--- config.mk ---
export PLATFORM = sky130hd
export DESIGN_NAME = uart_mode_control
export DESIGN_NICKNAME = d
export VERILOG_FILES = /design/src/pkg/uart_pkg.sv /design/src/verilog/uart_tx.sv /design/src/verilog/uart_rx.sv /design/src/verilog/uart_mode_control.sv
export SDC_FILE = /design/constraint.sdc
export NUM_CORES = 1
export LEC_CHECK = 0
export CAP_MARGIN = 25
export CORE_ASPECT_RATIO = 0.5
export CORE_UTILIZATION = 40
export CTS_CLUSTER_SIZE = 40
export DETAILED_ROUTE_END_ITERATION = 16
export DONT_BUFFER_PORTS = 1
export HOLD_SLACK_MARGIN = 0.12
export SETUP_SLACK_MARGIN = 0.3
export SYNTH_ARGS = -nofsm -noshare
export SYNTH_HDL_FRONTEND = slang
export SYNTH_SLANG_ARGS = --single-unit
--- constraint.sdc ---
create_clock -name clk -period 7.2 [get_ports clk]
set_input_delay 0 -clock clk [delete_from_list [all_inputs] [get_ports clk]]
set_output_delay 0 -clock clk [all_outputs]
set_load 0.03 [all_outputs]
--- src/pkg/uart_pkg.sv ---
// Package: register map, field positions, reset values and timing for the serial unit
package uart_pkg;
  // Register byte offsets (word aligned)
  localparam logic [4:0] mode_off     = 5'h00;
  localparam logic [4:0] err_off      = 5'h04;
  localparam logic [4:0] rxbuf_off    = 5'h08;
  localparam logic [4:0] txshift_off  = 5'h0c;
  localparam logic [4:0] baud_off     = 5'h10;
  localparam logic [4:0] irq_stat_off = 5'h14;
  localparam logic [4:0] irq_mask_off = 5'h18;
  // Mode register fields
  localparam int pwr_bit  = 7;
  localparam int txe_bit  = 6;
  localparam int rxe_bit  = 5;
  localparam int psh_bit  = 4;
  localparam int psl_bit  = 3;
  localparam int cl_bit   = 2;
  localparam int sl_bit   = 1;
  localparam int one_bit  = 0;
  localparam logic [7:0] mode_reset = 8'h01;
  // Error status fields
  localparam int pe_bit = 2;
  localparam int fe_bit = 1;
  localparam int ov_bit = 0;
  // Interrupt status fields
  localparam int irq_tx_bit  = 0;
  localparam int irq_rx_bit  = 1;
  localparam int irq_err_bit = 2;
  // Baud divisor reset (base clock ticks per bit) and base clock divider compare value
  localparam logic [7:0] baud_reset = 8'h10;
  localparam logic [7:0] base_div   = 8'h01;
  // Minimum base clock ticks between disable and re-enable
  localparam logic [1:0] reen_ticks = 2'h2;
  // Parity modes
  localparam logic [1:0] par_none = 2'h0;
  localparam logic [1:0] par_zero = 2'h1;
  localparam logic [1:0] par_odd  = 2'h2;
  localparam logic [1:0] par_even = 2'h3;
endpackage

--- src/verilog/uart_tx.sv ---
// Serial transmitter shift engine
`timescale 1ns/1ps
module uart_tx
  import uart_pkg::*;
(
  // Clock and reset
  input  wire logic       clk,
  input  wire logic       rst,
  // Control
  input  wire logic       enable,
  input  wire logic       tick,
  input  wire logic [7:0] bit_div,
  input  wire logic [1:0] parity,
  input  wire logic       len8,
  input  wire logic       two_stop,
  input  wire logic       load,
  input  wire logic [7:0] data,
  // Outputs
  output logic            txd,
  output logic            done
);
  typedef enum logic [2:0] {t_idle, t_start, t_data, t_par, t_stop} tx_state_e;
  tx_state_e   state, next_state;
  logic [7:0]  shreg, next_shreg;
  logic [7:0]  cnt, next_cnt;
  logic [3:0]  nbit, next_nbit;
  logic        par, next_par;
  logic        next_txd, next_done;

  always_comb
  begin
    next_state = state;
    next_shreg = shreg;
    next_cnt   = cnt;
    next_nbit  = nbit;
    next_par   = par;
    next_txd   = txd;
    next_done  = 1'b0;
    if (!enable)
    begin
      // Disabled circuit is held initialised
      next_state = t_idle;
      next_txd   = 1'b1;
      next_cnt   = 8'h00;
    end
    else if (state == t_idle)
    begin
      if (load)
      begin
        next_state = t_start;
        next_shreg = data;
        next_par   = 1'b0;
        next_cnt   = 8'h00;
        next_nbit  = 4'h0;
        next_txd   = 1'b0;
      end
    end
    else if (tick)
    begin
      if (cnt != bit_div - 8'h01)
        next_cnt = cnt + 8'h01;
      else
      begin
        next_cnt = 8'h00;
        case (state)
          t_start, t_data:
          begin
            if (state == t_data && nbit == (len8 ? 4'h8 : 4'h7))
            begin
              next_state = (parity == par_none) ? t_stop : t_par;
              next_nbit  = 4'h0;
              case (parity)
                par_zero: next_txd = 1'b0;
                par_odd:  next_txd = ~par;
                par_even: next_txd = par;
                default:  next_txd = 1'b1;
              endcase
            end
            else
            begin
              next_state = t_data;
              next_txd   = shreg[0];
              next_par   = par ^ shreg[0];
              next_shreg = {1'b0, shreg[7:1]};
              next_nbit  = nbit + 4'h1;
            end
          end
          t_par:
          begin
            next_state = t_stop;
            next_txd   = 1'b1;
          end
          t_stop:
          begin
            next_txd = 1'b1;
            if (nbit == {3'h0, two_stop})
            begin
              next_state = t_idle;
              next_done  = 1'b1;
            end
            else
              next_nbit = nbit + 4'h1;
          end
          default: next_state = t_idle;
        endcase
      end
    end
  end

  always_ff @(posedge clk or posedge rst)
  begin
    if (rst)
    begin
      state <= t_idle;
      shreg <= 8'h00;
      cnt   <= 8'h00;
      nbit  <= 4'h0;
      par   <= 1'b0;
      txd   <= 1'b1;
      done  <= 1'b0;
    end
    else
    begin
      state <= next_state;
      shreg <= next_shreg;
      cnt   <= next_cnt;
      nbit  <= next_nbit;
      par   <= next_par;
      txd   <= next_txd;
      done  <= next_done;
    end
  end
endmodule

--- src/verilog/uart_rx.sv ---
// Serial receiver with single stop bit check and parity check
`timescale 1ns/1ps
module uart_rx
  import uart_pkg::*;
(
  // Clock and reset
  input  wire logic       clk,
  input  wire logic       rst,
  // Control
  input  wire logic       enable,
  input  wire logic       tick,
  input  wire logic [7:0] bit_div,
  input  wire logic [1:0] parity,
  input  wire logic       len8,
  input  wire logic       rxd,
  // Received character
  output logic            valid,
  output logic [7:0]      data,
  output logic            par_err,
  output logic            frm_err
);
  typedef enum logic [2:0] {r_idle, r_start, r_data, r_par, r_stop} rx_state_e;
  rx_state_e   state, next_state;
  logic [7:0]  shreg, next_shreg;
  logic [7:0]  cnt, next_cnt;
  logic [3:0]  nbit, next_nbit;
  logic        par, next_par;
  logic        pbad, next_pbad;
  logic        next_valid, next_perr, next_ferr;
  logic [7:0]  next_data;
  logic        mid, last;

  assign mid  = (cnt == {1'b0, bit_div[7:1]});
  assign last = (cnt == bit_div - 8'h01);

  always_comb
  begin
    next_state = state;
    next_shreg = shreg;
    next_cnt   = cnt;
    next_nbit  = nbit;
    next_par   = par;
    next_pbad  = pbad;
    next_valid = 1'b0;
    next_data  = data;
    next_perr  = par_err;
    next_ferr  = frm_err;
    if (!enable)
    begin
      next_state = r_idle;
      next_cnt   = 8'h00;
    end
    else if (state == r_idle)
    begin
      // A low line at enable starts a frame at once
      if (!rxd)
      begin
        next_state = r_start;
        next_cnt   = 8'h00;
        next_nbit  = 4'h0;
        next_par   = 1'b0;
        next_shreg = 8'h00;
      end
    end
    else if (tick)
    begin
      next_cnt = last ? 8'h00 : cnt + 8'h01;
      if (mid)
      begin
        case (state)
          r_start: next_state = rxd ? r_idle : r_data;
          r_data:
          begin
            next_shreg = len8 ? {rxd, shreg[7:1]} : {1'b0, rxd, shreg[6:1]};
            next_par   = par ^ rxd;
            next_nbit  = nbit + 4'h1;
            if (nbit == (len8 ? 4'h7 : 4'h6))
              next_state = (parity == par_none) ? r_stop : r_par;
          end
          r_par:
          begin
            // Check depends on parity mode
            case (parity)
              par_zero: next_pbad = 1'b0;
              par_odd:  next_pbad = ~(par ^ rxd);
              par_even: next_pbad = par ^ rxd;
              default:  next_pbad = 1'b0;
            endcase
            next_state = r_stop;
          end
          r_stop:
          begin
            // Only first stop bit sampled; a second one is ignored
            next_state = r_idle;
            next_valid = 1'b1;
            next_data  = shreg;
            next_ferr  = ~rxd;
            next_perr  = (parity == par_none) ? 1'b0 : pbad;
            next_pbad  = 1'b0;
          end
          default: next_state = r_idle;
        endcase
      end
    end
  end

  always_ff @(posedge clk or posedge rst)
  begin
    if (rst)
    begin
      state   <= r_idle;
      shreg   <= 8'h00;
      cnt     <= 8'h00;
      nbit    <= 4'h0;
      par     <= 1'b0;
      pbad    <= 1'b0;
      valid   <= 1'b0;
      data    <= 8'h00;
      par_err <= 1'b0;
      frm_err <= 1'b0;
    end
    else
    begin
      state   <= next_state;
      shreg   <= next_shreg;
      cnt     <= next_cnt;
      nbit    <= next_nbit;
      par     <= next_par;
      pbad    <= next_pbad;
      valid   <= next_valid;
      data    <= next_data;
      par_err <= next_perr;
      frm_err <= next_ferr;
    end
  end
endmodule

--- src/verilog/uart_mode_control.sv ---
// Serial unit top: Wishbone registers, enable sequencing, error status and interrupts
//
// Chosen here: register access over Wishbone and the register addresses.
`timescale 1ns/1ps
module uart_mode_control
  import uart_pkg::*;
(
  // Clock and reset
  input  wire logic        clk,
  input  wire logic        rst,
  // Wishbone slave
  input  wire logic        wb_cyc_i,
  input  wire logic        wb_stb_i,
  input  wire logic        wb_we_i,
  input  wire logic [4:0]  wb_adr_i,
  input  wire logic [3:0]  wb_sel_i,
  input  wire logic [31:0] wb_dat_i,
  output logic [31:0]      wb_dat_o,
  output logic             wb_ack_o,
  // Serial lines
  input  wire logic        serial_receive_input,
  output logic             serial_transmit_output,
  // Interrupt
  output logic             irq
);
  // Registers
  logic [7:0]  serial_mode_register;
  logic [7:0]  next_mode;
  logic [7:0]  baud_generator_control;
  logic [7:0]  next_baud;
  logic [2:0]  reception_error_status;
  logic [2:0]  next_err;
  logic [7:0]  receive_buffer;
  logic [7:0]  next_rxbuf;
  logic [2:0]  irq_stat;
  logic [2:0]  next_irq_stat;
  logic [2:0]  irq_mask;
  logic [2:0]  next_irq_mask;
  // Base clock and enable sequencing
  logic [7:0]  base_cnt;
  logic [7:0]  next_base_cnt;
  logic        base_tick;
  logic        tx_en_s;
  logic        next_tx_en_s;
  logic        rx_en_s;
  logic        next_rx_en_s;
  logic [1:0]  tx_off_cnt;
  logic [1:0]  next_tx_off_cnt;
  logic [1:0]  rx_off_cnt;
  logic [1:0]  next_rx_off_cnt;
  // Transmit hand-off
  logic        tx_load;
  logic        next_tx_load;
  logic [7:0]  tx_data;
  logic [7:0]  next_tx_data;
  // Bus answer
  logic        ack;
  logic        next_ack;
  logic        wait_done;
  logic        next_wait_done;
  logic [31:0] rdata;
  logic [31:0] next_rdata;
  logic        req;
  logic        wr;
  logic        rd;
  logic        lane0;
  logic        err_rd;
  // Engine outputs
  logic        tx_txd;
  logic        tx_done;
  logic        rx_valid;
  logic        rx_perr;
  logic        rx_ferr;
  logic [7:0]  rx_data;
  // Mode bits
  logic        unit_power_bit;
  logic        transmit_enable_bit;
  logic        receive_enable_bit;

  assign unit_power_bit      = serial_mode_register[pwr_bit];
  assign transmit_enable_bit = serial_mode_register[txe_bit];
  assign receive_enable_bit  = serial_mode_register[rxe_bit];

  // Ack in req stops a held request being taken twice
  assign req    = wb_cyc_i && wb_stb_i && !ack;
  assign err_rd = req && !wb_we_i && wb_adr_i == err_off;
  // Error status read holds ack back one cycle
  assign rd     = req && !wb_we_i && (!err_rd || wait_done);
  assign wr     = req && wb_we_i;
  assign lane0  = wb_sel_i[0];
  assign wb_ack_o = ack;
  assign wb_dat_o = rdata;
  assign irq      = |(irq_stat & irq_mask);
  assign serial_transmit_output = tx_txd;

  // Base clock divider; other clock sources are not modelled
  assign base_tick = unit_power_bit && (base_cnt == base_div);

  always_comb
  begin
    next_base_cnt   = (!unit_power_bit || base_tick) ? 8'h00 : base_cnt + 8'h01;
    next_tx_en_s    = tx_en_s;
    next_rx_en_s    = rx_en_s;
    next_tx_off_cnt = tx_off_cnt;
    next_rx_off_cnt = rx_off_cnt;
    if (base_tick)
    begin
      // Enables taken on base ticks; a circuit re-arms only after two low ticks
      // A re-enable that comes too early leaves the circuit off until cleared again
      if (!(transmit_enable_bit && unit_power_bit))
      begin
        next_tx_en_s = 1'b0;
        if (tx_off_cnt != reen_ticks)
          next_tx_off_cnt = tx_off_cnt + 2'h1;
      end
      else if (tx_off_cnt == reen_ticks || tx_en_s)
      begin
        next_tx_en_s    = 1'b1;
        next_tx_off_cnt = 2'h0;
      end
      if (!(receive_enable_bit && unit_power_bit))
      begin
        next_rx_en_s = 1'b0;
        if (rx_off_cnt != reen_ticks)
          next_rx_off_cnt = rx_off_cnt + 2'h1;
      end
      else if (rx_off_cnt == reen_ticks || rx_en_s)
      begin
        next_rx_en_s    = 1'b1;
        next_rx_off_cnt = 2'h0;
      end
    end
  end

  always_ff @(posedge clk or posedge rst)
  begin
    if (rst)
    begin
      base_cnt   <= 8'h00;
      tx_en_s    <= 1'b0;
      rx_en_s    <= 1'b0;
      tx_off_cnt <= reen_ticks;
      rx_off_cnt <= reen_ticks;
    end
    else
    begin
      base_cnt   <= next_base_cnt;
      tx_en_s    <= next_tx_en_s;
      rx_en_s    <= next_rx_en_s;
      tx_off_cnt <= next_tx_off_cnt;
      rx_off_cnt <= next_rx_off_cnt;
    end
  end

  // Register file and bus answer
  always_comb
  begin
    next_mode      = serial_mode_register;
    next_baud      = baud_generator_control;
    next_err       = reception_error_status;
    next_rxbuf     = receive_buffer;
    next_irq_stat  = irq_stat;
    next_irq_mask  = irq_mask;
    next_tx_load   = 1'b0;
    next_tx_data   = tx_data;
    next_ack       = rd || wr;
    next_wait_done = err_rd && !wait_done;
    next_rdata     = rdata;
    if (wr && lane0)
    begin
      case (wb_adr_i)
        // Bit zero stored as written; software must keep it one
        mode_off:     next_mode = wb_dat_i[7:0];
        baud_off:     next_baud = (wb_dat_i[7:0] == 8'h00) ? 8'h01 : wb_dat_i[7:0];
        irq_mask_off: next_irq_mask = wb_dat_i[2:0];
        txshift_off:
        begin
          // Caller waits for transmit done before the next write
          next_tx_data = wb_dat_i[7:0];
          next_tx_load = 1'b1;
        end
        default: next_mode = serial_mode_register;
      endcase
    end
    if (rd)
    begin
      case (wb_adr_i)
        mode_off:     next_rdata = {24'h0, serial_mode_register};
        err_off:      next_rdata = {29'h0, reception_error_status};
        rxbuf_off:    next_rdata = {24'h0, receive_buffer};
        baud_off:     next_rdata = {24'h0, baud_generator_control};
        irq_stat_off: next_rdata = {29'h0, irq_stat};
        irq_mask_off: next_rdata = {29'h0, irq_mask};
        default:      next_rdata = 32'h0;
      endcase
      // Reading the buffer clears the errors it carried
      if (wb_adr_i == rxbuf_off)
        next_err = 3'h0;
      if (wb_adr_i == irq_stat_off)
        next_irq_stat = 3'h0;
    end
    if (rx_valid)
    begin
      // Overrun blocks the buffer until it is read
      if (reception_error_status[ov_bit] || irq_stat[irq_rx_bit])
      begin
        if (!(rd && wb_adr_i == rxbuf_off) || reception_error_status[ov_bit])
          next_err[ov_bit] = 1'b1;
        else
        begin
          next_rxbuf = rx_data;
          next_err   = {rx_perr, rx_ferr, 1'b0};
        end
      end
      else
      begin
        next_rxbuf       = rx_data;
        next_err[pe_bit] = rx_perr;
        next_err[fe_bit] = rx_ferr;
      end
      next_irq_stat[irq_rx_bit] = 1'b1;
      if (rx_perr || rx_ferr || reception_error_status[ov_bit] || irq_stat[irq_rx_bit])
        next_irq_stat[irq_err_bit] = 1'b1;
    end
    if (tx_done)
      next_irq_stat[irq_tx_bit] = 1'b1;
  end

  always_ff @(posedge clk or posedge rst)
  begin
    if (rst)
    begin
      serial_mode_register   <= mode_reset;
      baud_generator_control <= baud_reset;
      reception_error_status <= 3'h0;
      receive_buffer         <= 8'h00;
      irq_stat               <= 3'h0;
      irq_mask               <= 3'h0;
      tx_load                <= 1'b0;
      tx_data                <= 8'h00;
      ack                    <= 1'b0;
      wait_done              <= 1'b0;
      rdata                  <= 32'h0;
    end
    else
    begin
      serial_mode_register   <= next_mode;
      baud_generator_control <= next_baud;
      reception_error_status <= next_err;
      receive_buffer         <= next_rxbuf;
      irq_stat               <= next_irq_stat;
      irq_mask               <= next_irq_mask;
      tx_load                <= next_tx_load;
      tx_data                <= next_tx_data;
      ack                    <= next_ack;
      wait_done              <= next_wait_done;
      rdata                  <= next_rdata;
    end
  end

  // Format bits are used live; changing them while enabled is unsafe
  uart_tx u_tx (
    .clk      (clk),
    .rst      (rst),
    .enable   (tx_en_s),
    .tick     (base_tick),
    .bit_div  (baud_generator_control),
    .parity   (serial_mode_register[psh_bit:psl_bit]),
    .len8     (serial_mode_register[cl_bit]),
    .two_stop (serial_mode_register[sl_bit]),
    .load     (tx_load),
    .data     (tx_data),
    .txd      (tx_txd),
    .done     (tx_done)
  );

  uart_rx u_rx (
    .clk     (clk),
    .rst     (rst),
    .enable  (rx_en_s),
    .tick    (base_tick),
    .bit_div (baud_generator_control),
    .parity  (serial_mode_register[psh_bit:psl_bit]),
    .len8    (serial_mode_register[cl_bit]),
    .rxd     (serial_receive_input),
    .valid   (rx_valid),
    .data    (rx_data),
    .par_err (rx_perr),
    .frm_err (rx_ferr)
  );
endmodule

# --- Yosys cells after proc, flatten, opt, wreduce, memory -nomap -nowiden ---
# Cells that the tools add are included.
word_totals:
  elab_cells: 279
  input_bits: 47
  reg_bits: 152
  output_inout_bits: 35
op_classes:
  n_bitwise: 7
  n_reduce_logical: 71
  muxes: 113
  addsub: 8
  n_eq_ne: 45
op_table:
  columns: ["cell", "count"]
  rows:
  - ["two-way mux 8 bit", 25]
  - ["two-way mux 3 bit", 19]
  - ["two-way mux 4 bit", 12]
  - ["one-hot mux 8 bit (6 select lines)", 1]
  - ["two-way mux 1 bit", 39]
  - ["adder 8 x 1 -> 8 bit, second input constant", 3]
  - ["nonzero test 2 bit", 12]
  - ["AND reduction 2 bit", 11]
  - ["two-way mux 2 bit", 10]
  - ["one-hot mux 3 bit (3 select lines)", 2]
  - ["== test 5 bit, second input constant", 3]
  - ["AND reduction 5 bit", 3]
  - ["logical AND 1 bit", 13]
  - ["== test 3 x 2 -> 1 bit, second input constant", 4]
  - ["inequality test 3 x 2 -> 1 bit, second input constant", 4]
  - ["inequality test 4 x 2 -> 1 bit, second input constant", 3]
  - ["AND reduction 4 bit", 3]
  - ["AND reduction 6 bit", 2]
  - ["== test 5 x 4 -> 1 bit, second input constant", 2]
  - ["logical OR 1 bit", 10]
  - ["inequality test 2 bit, second input constant", 5]
  - ["adder 4 x 1 -> 4 bit, second input constant", 2]
  - ["== test 2 bit, second input constant", 4]
  - ["== test 4 bit", 2]
  - ["29 further kinds", 50]

# --- Logic depth before layout (Yosys ltp) ---
logic_depth:
  word_depth: 13
  mapped_depth: 9
  ltp_nobuf: 8

# --- Modules after synthesis ---
# A second synthesis with hierarchy kept.
hier_totals:
  cells_unflattened: 699
  area_unflattened_um2: 7258.2
by_module_without_submodules:
  columns: ["mod", "area_each_um2", "cells_per_inst", "seq_area_each_um2", "n_inst"]
  rows:
  - ["uart_mode_control", 3296.9, 288, 1656.6, 1]
  - ["uart_rx", 2160.8, 221, 900.9, 1]
  - ["uart_tx", 1800.5, 190, 651.9, 1]

# --- Least setup slack after synthesis ---
# OpenSTA, ideal clock, no wires.
synth_path:
  path_type: "reg-to-reg"
  startpoint: "reg baud_generator_control[0]"
  endpoint: "reg u_tx.nbit[3]"
  slack_ns: 4.893
  required_time_ns: 7.076
  arrival_ns: 2.183
  path_stages_with_launch: 10
  setup_time_ns: 0.124
  synth_period_minus_slack_ns: 2.307
  path_cell_list: "dfrtp_1 inv_1 ha_1 or3b_1 xnor2_1 nor4b_2 o211a_1 buf_2 a21oi_1 o31a_1"
synth_via:
  elab_chain_len: 4
synth_rtl:
  columns: ["item", "line_no", "rtl"]
  rows:
  - ["from (decl)", "uart_mode_control.sv:29", "logic [7:0] baud_generator_control;"]
  - ["from (signal assigned)", "uart_mode_control.sv:234", "baud_generator_control <= baud_reset;"]
  - ["from (signal assigned)", "uart_mode_control.sv:248", "baud_generator_control <= next_baud;"]
  - ["subtractor 8 x 1 -> 8 bit", "uart_tx.sv:60", "if (cnt != bit_div - 8'h01)"]
  - ["inequality test 8 bit", "uart_tx.sv:60", null]
  - ["inequality test 2 x 1 -> 1 bit (no line)", null, null]
  - ["AND reduction 6 bit (no line)", null, null]
  - ["to (signal assigned)", "uart_tx.sv:127", "nbit <= next_nbit;"]
  - ["to (decl)", "uart_tx.sv:26", "logic [3:0] nbit, next_nbit;"]
# No other way between the ends.
# A chain may end at the register's enable or synchronous reset.

# --- Worst setup path after layout ---
layout_path:
  startpoint: "reg ack, in the netlist wb_ack_o"
  endpoint: "reg baud_generator_control[1]"
layout_via:
  elab_chain_len: 5
layout_rtl:
  columns: ["item", "line_no", "rtl"]
  rows:
  - ["from (decl)", "uart_mode_control.sv:57", "logic ack;"]
  - ["from (signal assigned)", "uart_mode_control.sv:255", "ack <= next_ack;"]
  - ["logical NOT 1 bit", "uart_mode_control.sv:85", "assign req = wb_cyc_i && wb_stb_i && !ack;"]
  - ["logical AND 1 bit", "uart_mode_control.sv:85", null]
  - ["logical AND 1 bit", "uart_mode_control.sv:89", "assign wr = req && wb_we_i;"]
  - ["logical AND 1 bit", "uart_mode_control.sv:169", "if (wr && lane0)"]
  - ["AND reduction 2 bit (no line)", null, null]
# No other way between the ends.

==> out/qor.csv <==
stage,metric,value,unit
synthesis,"EDFF count, synth",0,
global_route,global route overflow,0,
cells_and_area,Layout area overhead,14.57,%
power,leakage power figure,3.621,nW
cells_and_area,"leading cell type in the layout, fill and taps excluded",dfrtp_1,
power,worst voltage drop across the vdd grid,175.4,uV
sta,ratio of final minimum period to clock period,0.4488,
clocking,number of buffers inserted by post-CTS setup repair,0,
clocking,CTS tree,built,
power,sequential power share,0.381,
worst_setup_path,RR Endpoint,baud_generator_control[1]$_DFFE_PP0P_,
routing,post-route DRC violation count,0,
worst_setup_path,type of destination of the critical path,flip-flop,
clocking,number of sinks driven by the clock tree,128,
cells_and_area,combined area of the multi-input logic cells,3547,sq um
worst_setup_path,number of cells on the worst reg-to-reg path,8,
worst_setup_path,chain of cells forming the critical path,and3b_1 > nand3_1 > or2_2 > nor3b_2 > nand2_1 > dlygate4sd3_1 > o21ai_0 > dlygate4sd3_1,
synthesis,Yosys top cell area share,0.4324,
sta,Final Max Tran Viols,0,
clocking,Clock Latency Late Sink,0.42,ns
sta,Total Negative Setup Slacks,0,ns
worst_setup_path,Worst Setup Start Kind,flip-flop,
global_route,initial antenna violation count,0,
outcome,outcome,"finished, final reports clean",
floorplanning,Die Outline Area,18360,sq um
placement,Inst Count DP,915,
worst_setup_path,Crit Path Category,reg -> reg,
synthesis,sequential element share of the synthesized area,0.4509,
floorplanning,die height,96.33,um
routing,DR WL/cell,17.00,um
cells_and_area,Finished Layout Cells,977,
clocking,Clock Tree Root,clkbuf_16,
worst_setup_path,R2R setup slack,3.97,ns
floorplanning,overall die width,190.7,um
routing,drt first pass iters,5,
cells_and_area,total area of sequential cells,3209,sq um
clocking,CTS H-tree depth,4,
routing,routed wire length,16610,um
cells_and_area,Fill cells,1582,
power,net switching power,0.0006315,W
clocking,number of buffers created by CTS,17,
sta,clock period minus final worst setup slack,3.231,ns
sta,setup repair after global routing missed its margin,false,
cells_and_area,n_diodes,0,
clocking,number of buffers on the longest clock path,2,
routing,remaining number of nets flagged by the antenna check after routing,0,
synthesis,cells taking the most area after synthesis,"dfrtp_1, mux2_2, nand2_1, nor2_1, o21ai_0",
worst_setup_path,"Req. time, crit path",7.55,ns
synthesis,Netlist cell types,79,
cells_and_area,most frequent cells in the layout,"dfrtp_1, nand2_1, nor2_1, mux2_2, o21ai_0",
sta,fmax,309.5,MHz
clocking,CTS clock-pin slew for the worst setup and hold paths,0.06,ns
global_route,first-pass GRT wire length,26890,um
cells_and_area,fraction of final layout cells sized beyond drive strength 1,0.1454,
floorplanning,boundary pin count,82,
placement,routability congestion estimate from global placement,0.8366,
cells_and_area,Final #Nets,786,
floorplanning,core footprint,17400,sq um
job,reported max-cap violation count,0,
worst_setup_path,r2r startpoint,wb_ack_o$_DFF_PP0_,
worst_setup_path,crit-path leading delay family,simple AND/OR/NAND/NOR gates,
global_route,maximum number of pins on one net before global-route repair,70,
global_route,via count of the first global-routing pass,5116,
worst_setup_path,Crit path largest cell delay,0.60,ns
sta,Worst Hold Margin,0.1558,ns
sta,skew final,0.01074,ns
power,part of the power in the clock network,0.468,
synthesis,async set-reset flop share out of synthesis,1.000,
sta,max-slew headroom at the worst pin,0.3159,
synthesis,synthesized area per cell,9.914,sq um
power,power per standard cell area,265.9,nW/um^2
placement,number of buffers added on ports,0,
routing,Via-to-Cell Ratio,5.568,
synthesis,Synthesis Warnings,0,
sta,number of hold violations in the final report,0,
worst_setup_path,library cell appearing most often on the critical path,dlygate4sd3_1,
synthesis,summed instance area of the synthesized netlist,7118,sq um
worst_setup_path,Slowest cell on crit path,nor3b_2,
routing,total vias in the final route,5440,
worst_setup_path,number of buffers and inverters on the critical path,2,
synthesis,largest area contributor in the netlist,dfrtp_1,
power,internal cell power,0.001537,W
synthesis,synthesized netlist cell count,718,
worst_setup_path,Critical Path Fanout Max,10,
sta,worst slew pin tran,1.026,ns
floorplanning,initial core utilization,0.4091,
floorplanning,floorplan row count,34,
worst_setup_path,arrival time reported for the critical path endpoint,3.59,ns
routing,number of DRC violations after detailed-routing iteration 0,344,
placement,placed wire-length estimate,10950,um
sta,number of setup violations in the final report,0,
power,Gate power share,0.151,
min_path,min-delay worst type,in -> async,
synthesis,#FFs+latches synth,128,
power,net switching share of the total power,0.2912,
synthesis,predominant post-synthesis flop cell,dfrtp_1,
global_route,total routing usage reported by global routing,0.1901,
==> cells by family after synthesis <==
logic type | count (synthesis) | share of synthesized area
and+or+nand+nor | 228 | 0.1666
AOI/OAI and AO/OA | 171 | 0.1680
DFF | 128 | 0.4509
buffers and inverters | 90 | 0.06293
muxes | 53 | 0.08437
xor gates and xnor gates | 37 | 0.04939
adders and majority gates | 10 | 0.01723
other | 1 | 0.0005268
==> synth_stat cells, drive strengths merged, types with 11 or more instances <==
master / number
buf: 32
clkbuf: 31
a31oi: 11
mux2: 46
nand2: 64
a22o: 16
nand3: 22
nor3: 16
inv: 26
a21oi: 29
o21ai: 41
nor2: 56
xnor2: 19
dfrtp: 123
xor2: 16
==> per-layer routing <==
layer  routed length (um)  vias up  GRT usage
met1                 8016     2707     0.2585
li1                     -     2578          -
met2                 7662      134     0.2961
met3                  673       21    0.04666
met4                  255        0    0.06600
met5                    0        -          0
==> worst max-delay path by stage <==
stage                                                startpoint                                     to  slack, ns  cells past startpoint
after floorplan                                             rst                  base_cnt[0]$_DFF_PP0_       3.80                      1
after global placement    baud_generator_control[0]$_DFFE_PP0P_              u_tx.state[2]$_DFFE_PP0P_       4.13                      8
after detailed placement              u_tx.state[0]$_DFFE_PP0P_              u_tx.state[2]$_DFFE_PP0P_       4.06                      5
after CTS                                    wb_ack_o$_DFF_PP0_  baud_generator_control[1]$_DFFE_PP0P_       3.99                      8
after global routing                         wb_ack_o$_DFF_PP0_    serial_mode_register[7]$_DFFE_PP0P_       3.76                      8
final                                        wb_ack_o$_DFF_PP0_  baud_generator_control[1]$_DFFE_PP0P_       3.97                      8
==> area by class of cell <==
| cell class | count | share of cell area |
|---|---|---|
| Multi-Input combinational cell | 523 | 0.4349 |
| Inverter | 27 | 0.01273 |
| Sequential cell | 128 | 0.3935 |
| Tap cell | 234 | 0.03590 |
| Timing Repair Buffer | 33 | 0.03928 |
| Clock inverter | 14 | 0.03099 |
| Clock buffer | 18 | 0.05262 |
==> registers in the layout (all words and copies together) (netlist names), 2 cells and up <==
signal	flops
base_cnt	8
baud_generator_control	8
receive_buffer	8
serial_mode_register	8
tx_data	8
u_rx.cnt	8
u_rx.data	8
u_rx.shreg	8
u_tx.cnt	8
u_tx.shreg	8
wb_dat_o	8
u_rx.nbit	4
u_tx.nbit	4
irq_mask	3
irq_stat	3
reception_error_status	3
u_rx.state	3
u_tx.state	3
rx_off_cnt	2
tx_off_cnt	2
==> power groups by stage <==
stage          sequential [W]  combinational [W]  clock, W
4_1_cts              0.000824           0.000330   0.00103
3_5_place_dp         0.000837           0.000311         0
5_1_grt              0.000832           0.000372   0.00106
2_1_floorplan        0.000802           0.000283         0
6_report             0.000825           0.000328   0.00101
3_3_place_gp         0.000835           0.000303         0
==> per-stage QoR <==
stage          instance area (sq um)  total power [W]  setup WS, ns    util
2_1_floorplan                   7204         0.001085         3.796       -
3_3_place_gp                    7168         0.001138         4.130  0.4120
4_1_cts                         8155         0.002179         3.986  0.4687
3_5_place_dp                    7173         0.001148         4.057  0.4123
5_1_grt                         8155         0.002265         3.756  0.4687
6_report                        8155         0.002168         3.969  0.4687
==> timing repair <==
action,in CTS,in global routing
resized for setup,0,0
endpoints found under the hold margin,115,0
hold buffers,30,0
No activity file was read; power rests on OpenSTA's default activity.
